### src/design/pch_map.svh
// Register offsets, field positions and reset values of the header block
`ifndef PCH_MAP_SVH
`define PCH_MAP_SVH
`define PCH_OFF_ID        12'h000
`define PCH_OFF_CMDSTAT   12'h004
`define PCH_OFF_CLASS     12'h008
`define PCH_OFF_WIN0      12'h010
`define PCH_OFF_WIN5      12'h024
`define PCH_OFF_CARDINFO  12'h028
`define PCH_OFF_ROM       12'h030
`define PCH_OFF_CAPPTR    12'h034
`define PCH_WIN_SETTING   32'hFF000000
`define PCH_WIN_FIXED     32'hFF000000
`define PCH_ROM_SETTING   32'hFF000000
`define PCH_ROM_FIXED     32'hFF000000
`define PCH_CAPABILITY_CHAIN_POINTER_RST   8'h40
`define PCH_CARD_PTR_RST  32'h00000000
`define PCH_CLASS_RST     24'hFF0000
// Arbitrary part identifier default, names no real part
`define PCH_PART_ID_RST   16'hBEEF
`define PCH_MAKER_ID_RST  16'h1234
`define PCH_REV_RST       8'h00
`define PCH_ZERO32        32'h00000000
`define PCH_WIN_TYPE_MSK  32'h0000000F
`define PCH_ROM_DEC_MSK   32'hFFFFF800
`define PCH_ROM_EN_BIT    0
`define PCH_STAT_CAP_BIT  20
`define PCH_CMD_IO_BIT    0
`define PCH_CMD_MEM_BIT   1
`define PCH_CMD_WR_MSK    32'h00000003
`define PCH_WIN_IO_BIT    0
`define PCH_WIN_COUNT     6
`endif

### src/design/pch_pkg.sv
// Types shared by the configuration header block
package pch_pkg;
  typedef struct packed {
    logic [11:0] paddr;
    logic        pwrite;
    logic [31:0] pwdata;
  } pch_apb_req_s;
  typedef struct packed {
    logic [31:0] prdata;
    logic        pready;
    logic        pslverr;
  } pch_apb_rsp_s;
  typedef enum logic [1:0] {
    PCH_IDLE = 2'b01,
    PCH_ACK  = 2'b10
  } pch_phase_e;
  typedef logic [31:0] pch_word_t;
endpackage

### src/design/pch_config_header.sv
// Parameter-shaped PCI configuration header reached over APB
//
// Functional notes
// Six window settings, indexed 0-5, default FF000000, give type and decoded bits.
// Per-window fixed enable, default off, selects a fixed address from power-up.
// Fixed 32-bit address sets the stored base when enabled, else ignored.
// Reading a window with fixed enable returns the fixed address.
// Fixed windows hit by comparing the bus address with decoded fixed bits.
// Capability enable sets status bit4 and loads the capability pointer.
// Capability pointer defaults to 40 and is ignored when the chain is off.
// Card info pointer disabled reads as all zeros.
// Card info pointer enabled reads the configured value, default zero.
// 24-bit class code, default FF0000, is returned on reads.
// 16-bit part identifier value is returned in the identification register.
// Enabled expansion ROM takes size and decoded bits from its setting.
// Disabled expansion ROM register is read-only and reads zero.
// Expansion ROM decodes only address bits 31 to 11, else like windows.
// Writes to parameter-fixed fields leave them unchanged.
`timescale 1ns/1ps
`include "pch_map.svh"

module pch_config_header #(
  parameter logic [191:0] window_setting          = {6{`PCH_WIN_SETTING}},
  parameter logic [5:0]   window_fixed_enable     = 6'h00,
  parameter logic [191:0] window_fixed_address    = {6{`PCH_WIN_FIXED}},
  parameter logic         capability_chain_enable = 1'b0,
  parameter logic [7:0]   capability_chain_pointer = `PCH_CAPABILITY_CHAIN_POINTER_RST,
  parameter logic         card_info_pointer_enable = 1'b0,
  parameter logic [31:0]  card_info_pointer       = `PCH_CARD_PTR_RST,
  parameter logic [23:0]  class_code_value        = `PCH_CLASS_RST,
  parameter logic [15:0]  part_identifier_value   = `PCH_PART_ID_RST,
  // Arbitrary maker code, not tied to any vendor
  parameter logic [15:0]  maker_identifier_value  = `PCH_MAKER_ID_RST,
  parameter logic         rom_enable              = 1'b0,
  parameter logic [31:0]  rom_setting             = `PCH_ROM_SETTING,
  parameter logic         rom_fixed_enable        = 1'b0,
  parameter logic [31:0]  rom_fixed_address       = `PCH_ROM_FIXED
) (
  input  wire logic                 ref_clk,
  input  wire logic                 rst,
  input  wire logic                 psel,
  input  wire logic                 penable,
  input  wire logic                 pwrite,
  input  wire logic [11:0]          paddr,
  input  wire logic [31:0]          pwdata,
  output logic [31:0]               prdata,
  output logic                      pready,
  output logic                      pslverr,
  input  wire logic                 bus_addr_valid,
  input  wire logic [31:0]          bus_addr,
  output logic [5:0]                window_hit,
  output logic                      rom_hit,
  output logic                      io_space_enable,
  output logic                      mem_space_enable
);
  import pch_pkg::*;

  // ==========================================================
  // Helpers
  function automatic pch_word_t dec_mask(input pch_word_t setting);
    dec_mask = setting & ~`PCH_WIN_TYPE_MSK;
  endfunction

  function automatic logic addr_match(input pch_word_t addr, input pch_word_t base,
                                      input pch_word_t mask);
    addr_match = ((addr ^ base) & mask) == `PCH_ZERO32;
  endfunction

  // ==========================================================
  // State
  pch_phase_e   phase;
  pch_phase_e   next_phase;
  pch_apb_req_s req;
  pch_apb_rsp_s rsp;
  pch_apb_rsp_s next_rsp;
  pch_word_t    win_base [`PCH_WIN_COUNT];
  pch_word_t    next_win_base [`PCH_WIN_COUNT];
  pch_word_t    rom_base;
  pch_word_t    next_rom_base;
  logic [1:0]   cmd;
  logic [1:0]   next_cmd;
  logic [5:0]   next_window_hit;
  logic         next_rom_hit;
  logic         access_done;
  logic         mapped;
  pch_word_t    rd_word;
  pch_word_t    rom_mask;

  assign req.paddr  = paddr;
  assign req.pwrite = pwrite;
  assign req.pwdata = pwdata;
  assign rom_mask   = rom_setting & `PCH_ROM_DEC_MSK;

  // Write lands only on the edge where the master sees pready
  assign access_done = psel & penable & rsp.pready;

  // ==========================================================
  // Read decode
  always_comb begin
    rd_word = `PCH_ZERO32;
    mapped  = 1'b1;
    if (req.paddr == `PCH_OFF_ID) begin
      rd_word = {part_identifier_value, maker_identifier_value};
    end else if (req.paddr == `PCH_OFF_CMDSTAT) begin
      rd_word = {30'h0, cmd};
      rd_word[`PCH_STAT_CAP_BIT] = capability_chain_enable;
    end else if (req.paddr == `PCH_OFF_CLASS) begin
      rd_word = {class_code_value, `PCH_REV_RST};
    end else if (req.paddr >= `PCH_OFF_WIN0 && req.paddr <= `PCH_OFF_WIN5 &&
                 req.paddr[1:0] == 2'h0) begin
      rd_word = win_base[3'(req.paddr[4:2] - 3'h4)];
    end else if (req.paddr == `PCH_OFF_CARDINFO) begin
      // Disabled pointer reads zero
      rd_word = card_info_pointer_enable ? card_info_pointer : `PCH_ZERO32;
    end else if (req.paddr == `PCH_OFF_ROM) begin
      rd_word = rom_enable ? rom_base : `PCH_ZERO32;
    end else if (req.paddr == `PCH_OFF_CAPPTR) begin
      // Pointer hidden while the chain is off
      rd_word = capability_chain_enable ? {24'h0, capability_chain_pointer}
                                        : `PCH_ZERO32;
    end else if (req.paddr[11:8] == 4'h0) begin
      rd_word = `PCH_ZERO32;
    end else begin
      mapped = 1'b0;
    end
  end

  // ==========================================================
  // APB phase machine
  always_comb begin
    next_phase = phase;
    next_rsp   = rsp;
    case (phase)
      PCH_IDLE: begin
        next_rsp.pready = 1'b0;
        if (psel && !penable) begin
          next_phase       = PCH_ACK;
          next_rsp.pready  = 1'b1;
          next_rsp.pslverr = ~mapped;
          next_rsp.prdata  = (req.pwrite || !mapped) ? `PCH_ZERO32 : rd_word;
        end
      end
      PCH_ACK: begin
        next_phase       = PCH_IDLE;
        next_rsp.pready  = 1'b0;
        next_rsp.pslverr = 1'b0;
        next_rsp.prdata  = `PCH_ZERO32;
      end
      default: begin
        next_phase = PCH_IDLE;
        next_rsp   = '0;
      end
    endcase
  end

  // ==========================================================
  // Stored bases and command bits
  always_comb begin
    next_cmd      = cmd;
    next_rom_base = rom_base;
    for (int i = 0; i < `PCH_WIN_COUNT; i++) begin
      next_win_base[i] = win_base[i];
    end
    if (access_done && req.pwrite) begin
      if (req.paddr == `PCH_OFF_CMDSTAT) begin
        next_cmd = req.pwdata[1:0] & 2'(`PCH_CMD_WR_MSK);
      end
      for (int i = 0; i < `PCH_WIN_COUNT; i++) begin
        // Fixed windows ignore writes
        if (!window_fixed_enable[i] &&
            req.paddr == 12'(`PCH_OFF_WIN0 + 4 * i)) begin
          next_win_base[i] = (req.pwdata & dec_mask(window_setting[32*i +: 32])) |
                             (window_setting[32*i +: 32] & `PCH_WIN_TYPE_MSK);
        end
      end
      if (req.paddr == `PCH_OFF_ROM && rom_enable && !rom_fixed_enable) begin
        next_rom_base = (req.pwdata & rom_mask) |
                        (req.pwdata & 32'(1 << `PCH_ROM_EN_BIT));
      end
    end
  end

  // ==========================================================
  // Address hit
  always_comb begin
    for (int i = 0; i < `PCH_WIN_COUNT; i++) begin
      next_window_hit[i] = bus_addr_valid &&
        (win_base[i][`PCH_WIN_IO_BIT] ? cmd[`PCH_CMD_IO_BIT] : cmd[`PCH_CMD_MEM_BIT]) &&
        addr_match(bus_addr, win_base[i], dec_mask(window_setting[32*i +: 32]));
    end
    // Disabled decoder never hits
    next_rom_hit = bus_addr_valid && rom_enable && cmd[`PCH_CMD_MEM_BIT] &&
                   rom_base[`PCH_ROM_EN_BIT] &&
                   addr_match(bus_addr, rom_base, rom_mask);
  end

  // ==========================================================
  // Registers
  always_ff @(posedge ref_clk) begin
    if (rst) begin
      phase    <= PCH_IDLE;
      rsp      <= '0;
      cmd      <= 2'h0;
      for (int i = 0; i < `PCH_WIN_COUNT; i++) begin
        // Fixed address from power-up, else only the type bits
        win_base[i] <= window_fixed_enable[i] ? window_fixed_address[32*i +: 32]
                                              : window_setting[32*i +: 32] & `PCH_WIN_TYPE_MSK;
      end
      rom_base   <= rom_fixed_enable ? rom_fixed_address : `PCH_ZERO32;
      window_hit <= 6'h00;
      rom_hit    <= 1'b0;
    end else begin
      phase      <= next_phase;
      rsp        <= next_rsp;
      cmd        <= next_cmd;
      win_base   <= next_win_base;
      rom_base   <= next_rom_base;
      window_hit <= next_window_hit;
      rom_hit    <= next_rom_hit;
    end
  end

  assign prdata           = rsp.prdata;
  assign pready           = rsp.pready;
  assign pslverr          = rsp.pslverr;
  assign io_space_enable  = cmd[`PCH_CMD_IO_BIT];
  assign mem_space_enable = cmd[`PCH_CMD_MEM_BIT];

endmodule // pch_config_header

### config.mk
export PLATFORM = sky130hd
export DESIGN_NAME = pch_config_header
export DESIGN_NICKNAME = d
export VERILOG_FILES = /design/src/design/pch_pkg.sv /design/src/design/pch_config_header.sv
export VERILOG_INCLUDE_DIRS = /design/src /design/src/design
export SDC_FILE = /design/constraint.sdc
export NUM_CORES = 1
export LEC_CHECK = 0
export BUFFER_PORTS_ARGS = -buffer_cell sky130_fd_sc_hd__buf_2
export CORE_MARGIN = 3
export CORE_UTILIZATION = 46
export DETAILED_ROUTE_END_ITERATION = 8
export PLACE_DENSITY = 0.76
export SLEW_MARGIN = 20
export SYNTH_ARGS = -nofsm -noshare
export SYNTH_HDL_FRONTEND = slang
export SYNTH_SLANG_ARGS = --single-unit
### constraint.sdc
create_clock -name ref_clk -period 1.95 [get_ports ref_clk]
set_clock_uncertainty 0.15 [all_clocks]
set_input_delay 0.195 -clock ref_clk [delete_from_list [all_inputs] [get_ports ref_clk]]
set_output_delay 0.195 -clock ref_clk [all_outputs]
set_load 0.1 [all_outputs]
==> Word level (Yosys, flattened, before mapping) <==
Index checks and enable logic that the tools add are counted.
{ "word_totals": {"ff_bits": 92, "in_bits": 82, "out_inout_bits": 43, "wordCells": 87} }
{ "op_classes": {"n_reduce_logical": 31, "order_cmp": 3, "mux": 17, "addsub": 1, "bitwise_logic": 11, "eq_ne": 12} }
{ "ops": {"columns": ["operator", "count"], "rows": [
  ["$mux 32", 7],
  ["$logic_not 32->1", 6],
  ["$xor 32x32->32", 6],
  ["$bmux 32 s3", 1],
  ["$eq 12x6->1 const B", 5],
  ["$eq 12x5->1 const B", 4],
  ["$reduce_and 2->1", 7],
  ["$eq 12x3->1 const B", 1],
  ["$eq 12x4->1 const B", 1],
  ["$ge 12x5->1 const B", 1],
  ["$le 12x6->1 const B", 1],
  ["$logic_not 12->1", 1],
  ["$logic_and 1x1->1", 11],
  ["$mux 1", 8],
  ["$ge 4x4->1 const B", 1],
  ["$logic_not 4->1", 1],
  ["$not 3->4", 1],
  ["$sub 3x3->3 const B", 1],
  ["$and 1x1->1", 2],
  ["$eq 2x1->1 const B", 1],
  ["$logic_not 1->1", 2],
  ["$logic_not 2->1", 1],
  ["$mux 2", 1],
  ["$not 1->1", 2],
  ["other kinds (2)", 2]
]} }

==> Depth between registers and ports, before layout <==
Gate-level depths: netlist of the first run.
{ "logic_depth": {"depth_word": 12, "ltp_mapped": 5, "depth_no_buf": 4} }

==> Worst setup path before layout of the first run <==
OpenSTA, ideal clock, no wires.
{ "synth_path": {"path_kind": "reg-to-reg", "from": "reg rsp, in the netlist pready", "to": "reg win_base[120] in the netlist's numbering", "t_arrival_ns": 2.222, "required_ns": 1.728, "n_path_buf": 0, "path_stages_with_launch": 5, "path_slack_ns": -0.493, "period_less_slack_ns": 2.443, "setup_time_ns": 0.072, "path_cell_list": "dfxtp_1 nand4_1 nor4_4 nor3b_4 mux2i_1"} }
{ "synth_via": {"elab_chain_cells": 3} }
{ "synth_lines": {"columns": ["item", "line", "source"], "rows": [
  ["start, declared", "pch_config_header.sv:74", "pch_apb_rsp_s rsp;"],
  ["start signal, assigned", "pch_config_header.sv:214", "rsp <= next_rsp;"],
  ["$and 1x1->1", "pch_config_header.sv:95", "assign access_done = psel & penable & rsp.pready;"],
  ["$logic_and 1x1->1", "pch_config_header.sv:164", "if (access_done && req.pwrite) begin"],
  ["$reduce_and 2->1 (no line)", null, null],
  ["end signal, assigned by index", "pch_config_header.sv:206", "win_base[i] <= window_fixed_enable[i] ? window_fixed_address[32*i +: 32]"],
  ["end signal, assigned", "pch_config_header.sv:216", "win_base <= next_win_base;"],
  ["end, declared", "pch_config_header.sv:76", "pch_word_t win_base [`PCH_WIN_COUNT];"]
]} }
Every way passes these cells.
A chain may end at the register's enable or synchronous reset.

==> Final worst setup path of the first run <==
{ "layout_path": {"from": "reg phase[1]", "to": "reg rsp, in the netlist prdata[29]"} }
{ "layout_via": {"elab_chain_cells": 3} }
{ "layout_lines": {"columns": ["item", "line", "source"], "rows": [
  ["start, declared", "pch_config_header.sv:71", "pch_phase_e phase;"],
  ["start signal, assigned", "pch_config_header.sv:213", "phase <= next_phase;"],
  ["$eq 2x1->1", "pch_config_header.sv:133", "case (phase)"],
  ["$not 1->1 (no line)", null, null],
  ["$reduce_or 2->1 (no line)", null, null]
]} }
Every way passes these cells.

==> results of run 1 <==
layer usage:
layer / vias to the layer above / track usage, % / part of all wire [%]
met3: 21 / 3.643 / 4.9
met1: 1542 / 26.01 / 43
met4: 0 / 10.08 / 2.8
li1: 1514 / - / -
met2: 98 / 34.69 / 49
met5: - / 0 / 0
cells in the final DEF, fill, tap and decap left out, types with 10 or more instances in the layout:
master    instances
dfxtp_1          70
buf_2            67
nand2b_1         59
mux2i_1          50
xnor2_1          36
buf_4            24
mux2_2           17
nor2_1           13
xor2_1           12
conb_1           11
nor4_1           10
power by group through the flow:
stage,Combinational [W],Clock (W),Sequential (W)
2_1_floorplan,0.000280,0,0.00150
3_3_place_gp,0.000383,0,0.00149
3_5_place_dp,0.000389,0,0.00149
4_1_cts,0.000395,0.00129,0.00145
5_1_grt,0.000422,0.00136,0.00145
6_report,0.000397,0.00127,0.00145
registers in the layout, indices dropped and copies added, names as in the netlist:
signal and flops:
win_base 48, prdata 11, window_hit 6, cmd 2, phase 2, pready 1
pslverr 1
kinds of logic after synthesis:
family	count (synthesis)
other cells	1
xor+xnor	48
compound gates	38
buf+inv	49
simple gates	126
flops	71
mux	67
Yosys cell counts, types with 8 or more instances:
cell type / count
clkbuf_1: 18
xnor2_1: 36
mux2i_1: 50
nand4_1: 8
nor2_1: 13
dfxtp_1: 71
buf_4: 23
a21oi_1: 8
xor2_1: 12
mux2_2: 17
nor4_1: 10
nand2b_1: 59
stage by stage:
step | util [%] | TNS (ps) | worst slack (ps) | hold WS (ps)
after floorplan | - | 0 | 28.59 | 192.2
after global placement | 53.33 | -1796 | -117.8 | 281.3
after detailed placement | 53.33 | -3578 | -150.2 | 289.0
after CTS | 56.18 | 0 | 21.97 | 25.60
after global routing | 56.26 | 0 | 4.144 | 68.20
final | 56.26 | 0 | 83.99 | 38.70
final cells by class:
cell class,count,area [sq um]
multi-input combinational,290,2271
inverter,2,7.507
clock inverter,4,70.07
clock buffer,12,135.1
sequential,71,1425
fill,743,3612
tap,105,131.4
timing repair buffer,97,605.6
timing repair:
item                                   in CTS  in global routing
resized for setup                           0                  1
setup endpoints to repair                   0                  7
hold buffers                                3                  0
endpoints found under the hold margin       2                  0
worst paths after layout:
kind / cells past startpoint / slack (ps) / start / endpoint
worst max-delay path: 4 / 80 / phase[1] / prdata[29]
worst min-delay path: 4 / 40 / penable / pslverr
worst max register to register: 4 / 80 / phase[1] / prdata[29]
worst min register to register: 1 / 340 / prdata[31] / prdata[31]
worst register-to-register path, cell delays in order, from the launching register on:
cell	delay [ps]
dfxtp_1	300
or3b_1	400
or4_4	510
nor4_4	280
a221o_1	170
==> impl_metrics.env, run 1 <==
export IMPL_globalplace_congestion=0.8418
export IMPL_die_h_um=98.34
export IMPL_finalCritPeriodShare_pct=95.69
export IMPL_placed_area_sq_mm=0.004404
export IMPL_yosys_register_bits=71
export IMPL_maxCapViolCount=0
export IMPL_clkPwrFrac_pct=40.8
export IMPL_ys_warnings_count=0
export IMPL_design_area_sq_mm=0.004646
export IMPL_power_density_mw_per_mm2=672.6
export IMPL_drive_gt1_share_pct=28.99
export IMPL_synth_edff_count=0
export IMPL_wl_per_cell_um=17.22
export IMPL_crit_required_ps=2110
export IMPL_p_leak_nw=2.094
export IMPL_synth_mux_area_share_pct=17.64
export IMPL_hold_violations=0
export IMPL_port_buffers=67
export IMPL_first_iter_violations=164
export IMPL_ys_flop_type="dfxtp_1"
export IMPL_antenna_left=0
export IMPL_initial_utilization_pct=47.50
export IMPL_syn_area_sq_mm=0.003923
export IMPL_n_antenna_cell=0
export IMPL_rsz0062_at_grt="no"
export IMPL_die_area_sq_mm=0.009671
export IMPL_synth_top_cell_area_share_pct=36.24
export IMPL_finalSetupViolations=0
export IMPL_syn_area_per_cell_sq_um=9.806
export IMPL_post_cts_buffers=0
export IMPL_cp_cell_sequence="or3b_1 > or4_4 > nor4_4 > a221o_1"
export IMPL_io_pins=125
export IMPL_drc_errors=0
export IMPL_dr_pass1_iters=4
export IMPL_crit_path_max_incr_delay_ps=510
export IMPL_dp_hpwl_um=7369
export IMPL_netlist_instances=400
export IMPL_seq_area_frac_synth_pct=36.24
export IMPL_routed_wl_um=10010
export IMPL_min_path_type="input port to flop"
export IMPL_crit_path_start_kind="flop"
export IMPL_grt_max_degree=57
export IMPL_status="finished clean"
export IMPL_coreArea_sq_mm=0.008258
export IMPL_cp_data_arrival_time_ps=2020
export IMPL_cts_tree="done"
export IMPL_synth_area_top_cells="dfxtp_1, mux2i_1, nand2b_1, xnor2_1, mux2_2"
export IMPL_synthDistinctLibCells=45
export IMPL_drv_slew=0
export IMPL_path_clk_slew_ps=80
export IMPL_clk_latency_ps=360
export IMPL_cts_buffer_depth=2
export IMPL_grt_pass1_wl_um=16020
export IMPL_synth_fa_ha_area_share_pct=0
export IMPL_clock_fmax_mhz=535.9
export IMPL_fin_nets=553
export IMPL_async_reset_ff_share_pct=0
export IMPL_vias=3175
export IMPL_dpl_cell_count=562
export IMPL_area_delta_synth_final_pct=18.44
export IMPL_switching_share_pct=26.48
export IMPL_gr_total_overflow=0
export IMPL_grt_use_total_pct=20.84
export IMPL_rows=33
export IMPL_htree_levels=3
export IMPL_die_x_um=98.34
export IMPL_power_w=0.003125
export IMPL_crit_buf_inv=0
export IMPL_antenna_found_initial=0
export IMPL_p_int_w=0.002297
export IMPL_p_comb_share_pct=12.7
export IMPL_cp_end_kind="flop"
export IMPL_clock_root_buffer="clkbuf_8"
export IMPL_sequentialPowerShare_pct=46.5
export IMPL_final_cell_count_no_fill=581
export IMPL_synth_xor_area_share_pct=10.72
export IMPL_path_class="flop to flop"
export IMPL_path_max_fanout=5
export IMPL_cts_made_buffers=9
export IMPL_clock_sinks=71
export IMPL_crit_slowest_cell="or4_4"
export IMPL_fin_crit_ps=1866
export IMPL_synthSimpleGateAreaFrac_pct=20.73
export IMPL_switchingPower_w=0.0008275
export IMPL_synth_top_cell_by_area="dfxtp_1"
export IMPL_path_delay_family="simple AND/OR/NAND/NOR gates"
export IMPL_synth_top_family_by_area="simple AND/OR/NAND/NOR gates"
export IMPL_vias_per_cell=5.465
export IMPL_synth_compound_area_share_pct=7.592
export IMPL_ir_drop_mv=0.3822
export IMPL_grt_pass1_vias=3168
Note: power is estimated with default switching activity, not from simulation.
==> inputs of run 2 (changes only) <==
--- a/config.mk
+++ b/config.mk
@@ -8,9 +8,8 @@
 export LEC_CHECK = 0
 export BUFFER_PORTS_ARGS = -buffer_cell sky130_fd_sc_hd__buf_2
 export CORE_MARGIN = 3
-export CORE_UTILIZATION = 46
+export CORE_UTILIZATION = 35
 export DETAILED_ROUTE_END_ITERATION = 8
-export PLACE_DENSITY = 0.76
 export SLEW_MARGIN = 20
 export SYNTH_ARGS = -nofsm -noshare
 export SYNTH_HDL_FRONTEND = slang
==> run 2 against run 1 <==
Sequential power hardly changed; clock power is 6% lower; global-route usage is 4.4 points lower; maximum frequency hardly changed; critical path type unchanged; combinational power is 2% lower; hold slack worse by 4.5 ps; sequential cell count stayed put; setup slack worse by 1.0 ps; first-iteration DRC count is 1.2% higher; wire length is 1.9% higher; critical path depth stayed put.
==> impl_metrics.env, run 2 (synthesis results as in run 1) <==
export IMPL_path_class="flop to flop"
export IMPL_fillers=1078
export IMPL_grt_pass1_wl_um=16410
export IMPL_holdCritStartpoint="penable"
export IMPL_cts_made_buffers=9
export IMPL_cts_tree="done"
export IMPL_dr_pass1_iters=4
export IMPL_crit_path_max_incr_delay_ps=510
export IMPL_largest_register_ffs=48
export IMPL_top_register="win_base"
export IMPL_die_area_sq_mm=0.01251
export IMPL_routed_wl_um=10190
export IMPL_grt_pass1_vias=3130
export IMPL_drc_errors=0
export IMPL_cp_end_kind="flop"
export IMPL_crit_required_ps=2100
export IMPL_port_buffers=67
export IMPL_fin_nets=545
export IMPL_rr_endpoint="prdata[31]"
export IMPL_grt_max_degree=59
export IMPL_initial_utilization_pct=36.03
export IMPL_n_antenna_cell=0
export IMPL_clock_sinks=71
export IMPL_maxCapViolCount=0
export IMPL_r2r_slack_ps=80
export IMPL_rows=38
export IMPL_grt_use_total_pct=16.46
export IMPL_cp_cell_sequence="or3b_1 > or4_4 > nor4_4 > a221o_1"
export IMPL_path_max_fanout=5
export IMPL_wl_per_cell_um=16.77
export IMPL_htree_levels=3
export IMPL_reg2reg_depth=4
export IMPL_drv_slew=0
export IMPL_gr_total_overflow=0
export IMPL_switching_share_pct=27.88
export IMPL_antenna_found_initial=0
export IMPL_path_clk_slew_ps=80
export IMPL_clock_root_buffer="clkbuf_8"
export IMPL_min_path_type="input port to flop"
export IMPL_cp_data_arrival_time_ps=2020
export IMPL_clkPwrFrac_pct=39.3
export IMPL_die_x_um=111.9
export IMPL_r2r_start="phase[1]"
export IMPL_first_iter_violations=166
export IMPL_final_common_cell="dfxtp_1"
export IMPL_p_leak_nw=2.051
export IMPL_hold_violations=0
export IMPL_p_int_w=0.002192
export IMPL_globalplace_congestion=0.8330
export IMPL_clk_latency_ps=360
export IMPL_clock_fmax_mhz=535.6
export IMPL_final_core_util_pct=42.48
export IMPL_switchingPower_w=0.0008472
export IMPL_crit_slowest_cell="or4_4"
export IMPL_final_cell_mix="dfxtp_1, buf_2, nand2b_1"
export IMPL_coreArea_sq_mm=0.01089
export IMPL_rsz0062_at_grt="no"
export IMPL_status="finished clean"
export IMPL_power_density_mw_per_mm2=657.1
export IMPL_sequentialPowerShare_pct=47.8
export IMPL_ir_drop_mv=0.2609
export IMPL_hold_end="pslverr"
export IMPL_finalCritPeriodShare_pct=95.75
export IMPL_finalSetupViolations=0
export IMPL_vias_per_cell=5.046
export IMPL_dp_hpwl_um=7638
export IMPL_area_delta_synth_final_pct=17.93
export IMPL_die_h_um=111.9
export IMPL_crit_path_start_kind="flop"
export IMPL_p_comb_share_pct=12.9
export IMPL_io_pins=125
export IMPL_placed_area_sq_mm=0.004395
export IMPL_vias=3068
export IMPL_fin_crit_ps=1867
export IMPL_drive_gt1_share_pct=28.85
export IMPL_cts_buffer_depth=2
export IMPL_antenna_left=0
export IMPL_design_area_sq_mm=0.004626
export IMPL_whs_path_depth=4
[run 2: through the flow]
stage	hold WS (ps)	setup WS [ps]	cells	setup TNS, ps	total power (W)
3_3_place_gp	281.7	-132.6	590	-2706	0.001871
4_1_cts	39.01	52.65	608	0	0.003068
6_report	34.23	82.96	608	0	0.003039
5_1_grt	86.15	3.340	608	0	0.003158
3_5_place_dp	293.5	-174.9	590	-4129	0.001875
2_1_floorplan	192.2	28.59	410	0	0.001783
[run 2: how the worst max path moves through the flow]
stage / startpoint / to / slack, ps / cells past startpoint
final: phase[1] / prdata[31] / 80 / 4
after global routing: phase[1] / prdata[29] / 3 / 5
after CTS: phase[1] / prdata[29] / 50 / 5
after detailed placement: paddr[11] / prdata[31] / -170 / 5
after global placement: paddr[11] / prdata[29] / -130 / 5
after floorplan: pready / win_base[120] / 30 / 4
[run 2: critical path: cells and delay by family, from the launching register on]
kind	cells	cell delay (ps)
simple gates	3	1190
compound gates	1	170
flops	1	300
[run 2: layout make-up]
type                       count  area (sq um)  share of cell area [%]
clock buffer                  10         137.6                   2.975
clock inverter                 6         60.06                   1.298
inverter                       2         7.507                  0.1623
multi-input combinational    290          2277                   49.23
sequential                    71          1425                   30.81
tap                          140         175.2                   3.787
timing repair buffer          89         543.0                   11.74
[run 2: routing by layer]
layer	up-vias	track usage (%)	wire [um]
met3	25	1.848	455
met1	1466	21.04	4446
li1	1494	-	-
met4	0	7.705	300
met2	83	27.74	4991
met5	-	0	0
[run 2: power by group through the flow]
stage          combinational (W)  clock, W  sequential (W)
2_1_floorplan           0.000280         0         0.00150
3_3_place_gp            0.000384         0         0.00149
3_5_place_dp            0.000388         0         0.00149
4_1_cts                 0.000391   0.00122         0.00145
5_1_grt                 0.000418   0.00129         0.00145
6_report                0.000391   0.00120         0.00145
[run 2: what timing repair did]
action                                  in CTS  in global routing
buffers inserted                             0                  0
endpoints found under the setup margin       0                  7
endpoints found under the hold margin        2                  0
hold buffers                                 2                  0
resized for setup                            0                  2
==> inputs of run 3 (changes only) <==
--- a/config.mk
+++ b/config.mk
@@ -10,6 +10,7 @@
 export CORE_MARGIN = 3
 export CORE_UTILIZATION = 35
 export DETAILED_ROUTE_END_ITERATION = 8
+export PLACE_DENSITY_LB_ADDON = 0.3
 export SLEW_MARGIN = 20
 export SYNTH_ARGS = -nofsm -noshare
 export SYNTH_HDL_FRONTEND = slang
==> run 3 against run 2 <==
Setup slack improved by 7.5 ps; total power increased by 4.4%; final area increased by 0.38%; first-iteration DRC count decreased by 27%; global-route usage decreased by 0.18 points; final cell count decreased by 0.49%; sequential power about the same; largest cell class unchanged; clock-buffer cell count increased by 1; non-clock buffer count decreased by 3; combinational power about the same; die area unchanged.
==> impl_metrics.env, run 3 (synthesis results as in run 1) <==
export IMPL_status="finished clean"
export IMPL_cts_buffer_depth=2
export IMPL_whs_path_depth=4
export IMPL_largest_register_ffs=48
export IMPL_power_density_mw_per_mm2=683.4
export IMPL_setup_ws_ps=90.45
export IMPL_finalSetupViolations=0
export IMPL_clk_latency_ps=340
export IMPL_finalCritPeriodShare_pct=95.36
export IMPL_area_delta_synth_final_pct=18.37
export IMPL_crit_slowest_cell="or4_4"
export IMPL_antenna_found_initial=0
export IMPL_first_iter_violations=122
export IMPL_grt_max_degree=59
export IMPL_crit_path_max_incr_delay_ps=430
export IMPL_crit_path_start_kind="flop"
export IMPL_wl_met1_um=4553
export IMPL_p_comb_share_pct=12.3
export IMPL_drv_slew=0
export IMPL_htree_levels=3
export IMPL_grt_pass1_vias=3071
export IMPL_crit_buf_inv=1
export IMPL_die_h_um=111.9
export IMPL_die_x_um=111.9
export IMPL_sequentialPowerShare_pct=45.8
export IMPL_vias=3031
export IMPL_top_register="win_base"
export IMPL_switching_share_pct=26.58
export IMPL_dp_slack_ps=-152.0
export IMPL_hold_end="pslverr"
export IMPL_reg2reg_depth=5
export IMPL_coreArea_sq_mm=0.01089
export IMPL_r2r_start="phase[1]"
export IMPL_vias_per_cell=5.010
export IMPL_final_common_cell="dfxtp_1"
export IMPL_cts_tree="done"
export IMPL_path_delay_family="simple AND/OR/NAND/NOR gates"
export IMPL_fin_crit_ps=1860
export IMPL_clock_sinks=71
export IMPL_r2r_slack_ps=90
export IMPL_hold_violations=0
export IMPL_rr_endpoint="prdata[31]"
export IMPL_fin_nets=542
export IMPL_antenna_left=0
export IMPL_cts_made_buffers=9
export IMPL_path_class="flop to flop"
export IMPL_globalplace_congestion=0.8280
export IMPL_io_pins=125
export IMPL_crit_required_ps=2090
export IMPL_path_clk_slew_ps=80
export IMPL_dr_pass1_iters=4
export IMPL_dp_hpwl_um=7551
export IMPL_drc_errors=0
export IMPL_cp_cell_sequence="or3b_4 > or4_4 > nor4_4 > buf_4 > a221o_1"
export IMPL_clock_root_buffer="clkbuf_8"
export IMPL_cp_data_arrival_time_ps=2000
export IMPL_n_antenna_cell=0
export IMPL_initial_utilization_pct=36.03
export IMPL_wl_per_cell_um=16.86
export IMPL_gr_total_overflow=0
export IMPL_clock_fmax_mhz=537.8
export IMPL_grt_use_total_pct=16.28
export IMPL_rows=38
export IMPL_routed_wl_met3_um=423
export IMPL_routed_wl_um=10200
export IMPL_drive_gt1_share_pct=28.39
export IMPL_dr_wl_met2_um=4999
export IMPL_cp_end_kind="flop"
export IMPL_p_leak_nw=2.052
export IMPL_grt_pass1_wl_um=16250
export IMPL_path_max_fanout=5
export IMPL_ir_drop_mv=0.4325
export IMPL_maxCapViolCount=0
export IMPL_power_w=0.003173
export IMPL_switchingPower_w=0.0008434
export IMPL_die_area_sq_mm=0.01251
export IMPL_port_buffers=67
export IMPL_top_layer="met4"
export IMPL_holdCritStartpoint="penable"
export IMPL_clkPwrFrac_pct=41.9
export IMPL_min_path_type="input port to flop"
export IMPL_final_cell_mix="dfxtp_1, buf_2, nand2b_1"
export IMPL_p_int_w=0.002330
-- run 3: cell count changes in the layout (fill, tap and decap cells not counted), sizes merged --
cell / before / now
clkbuf: 10 / 11
bufinv: 1 / 2
buf: 87 / 84
clkinvlp: 2 / 1
clkinv: 3 / 2
-- run 3: power by group through the flow --
stage          registers (W)  logic, W  clock network [W]
6_report             0.00145  0.000391            0.00133
3_5_place_dp         0.00149  0.000386                  0
5_1_grt              0.00145  0.000419            0.00142
4_1_cts              0.00145  0.000390            0.00135
3_3_place_gp         0.00149  0.000381                  0
2_1_floorplan        0.00150  0.000280                  0
-- run 3: metrics by stage --
stage                     instances  TNS [ps]  hold WS (ps)  instance area, sq um  util [%]
after floorplan                 410         0         192.2                  3964         -
after global placement          586     -2481         281.5                  4378     40.21
after detailed placement        586     -4378         293.0                  4378     40.21
after CTS                       604         0         49.79                  4621     42.44
after global routing            605    -1.680         90.80                  4643     42.65
final                           605         0         55.63                  4643     42.65
-- run 3: timing repair --
| item | in CTS | in global routing |
|---|---|---|
| setup buffers | 0 | 1 |
| endpoints found under the setup margin | 0 | 7 |
| hold buffers | 2 | 0 |
| endpoints found under the hold margin | 2 | 0 |
| resized for setup | 0 | 3 |
-- run 3: worst max path at each step --
stage / startpoint / slack (ps) / cells after the start / to
after floorplan: pready / 30 / 4 / win_base[120]
after global placement: paddr[11] / -130 / 5 / prdata[29]
after detailed placement: paddr[11] / -150 / 5 / prdata[29]
after CTS: phase[1] / 30 / 5 / prdata[29]
after global routing: phase[1] / -2 / 5 / prdata[27]
final: phase[1] / 90 / 5 / prdata[31]
-- run 3: worst register-to-register path: stages (launching register included) --
cell,delay [ps]
dfxtp_1,310
or3b_4,390
or4_4,430
nor4_4,250
buf_4,170
a221o_1,100
-- run 3: final cells by class --
type,instances,area [sq um]
inverter,2,7.507
sequential,71,1425
clock inverter,5,81.33
fill,1044,6245
clock buffer,11,141.4
multi-input combinational,290,2280
tap,140,175.2
timing repair buffer,86,533.0
-- run 3: metal layers --
layer | vias to the layer above | track usage (%)
met3 | 13 | 2.283
met4 | 0 | 6.407
li1 | 1491 | -
met1 | 1452 | 21.13
met5 | - | 0
met2 | 75 | 27.30
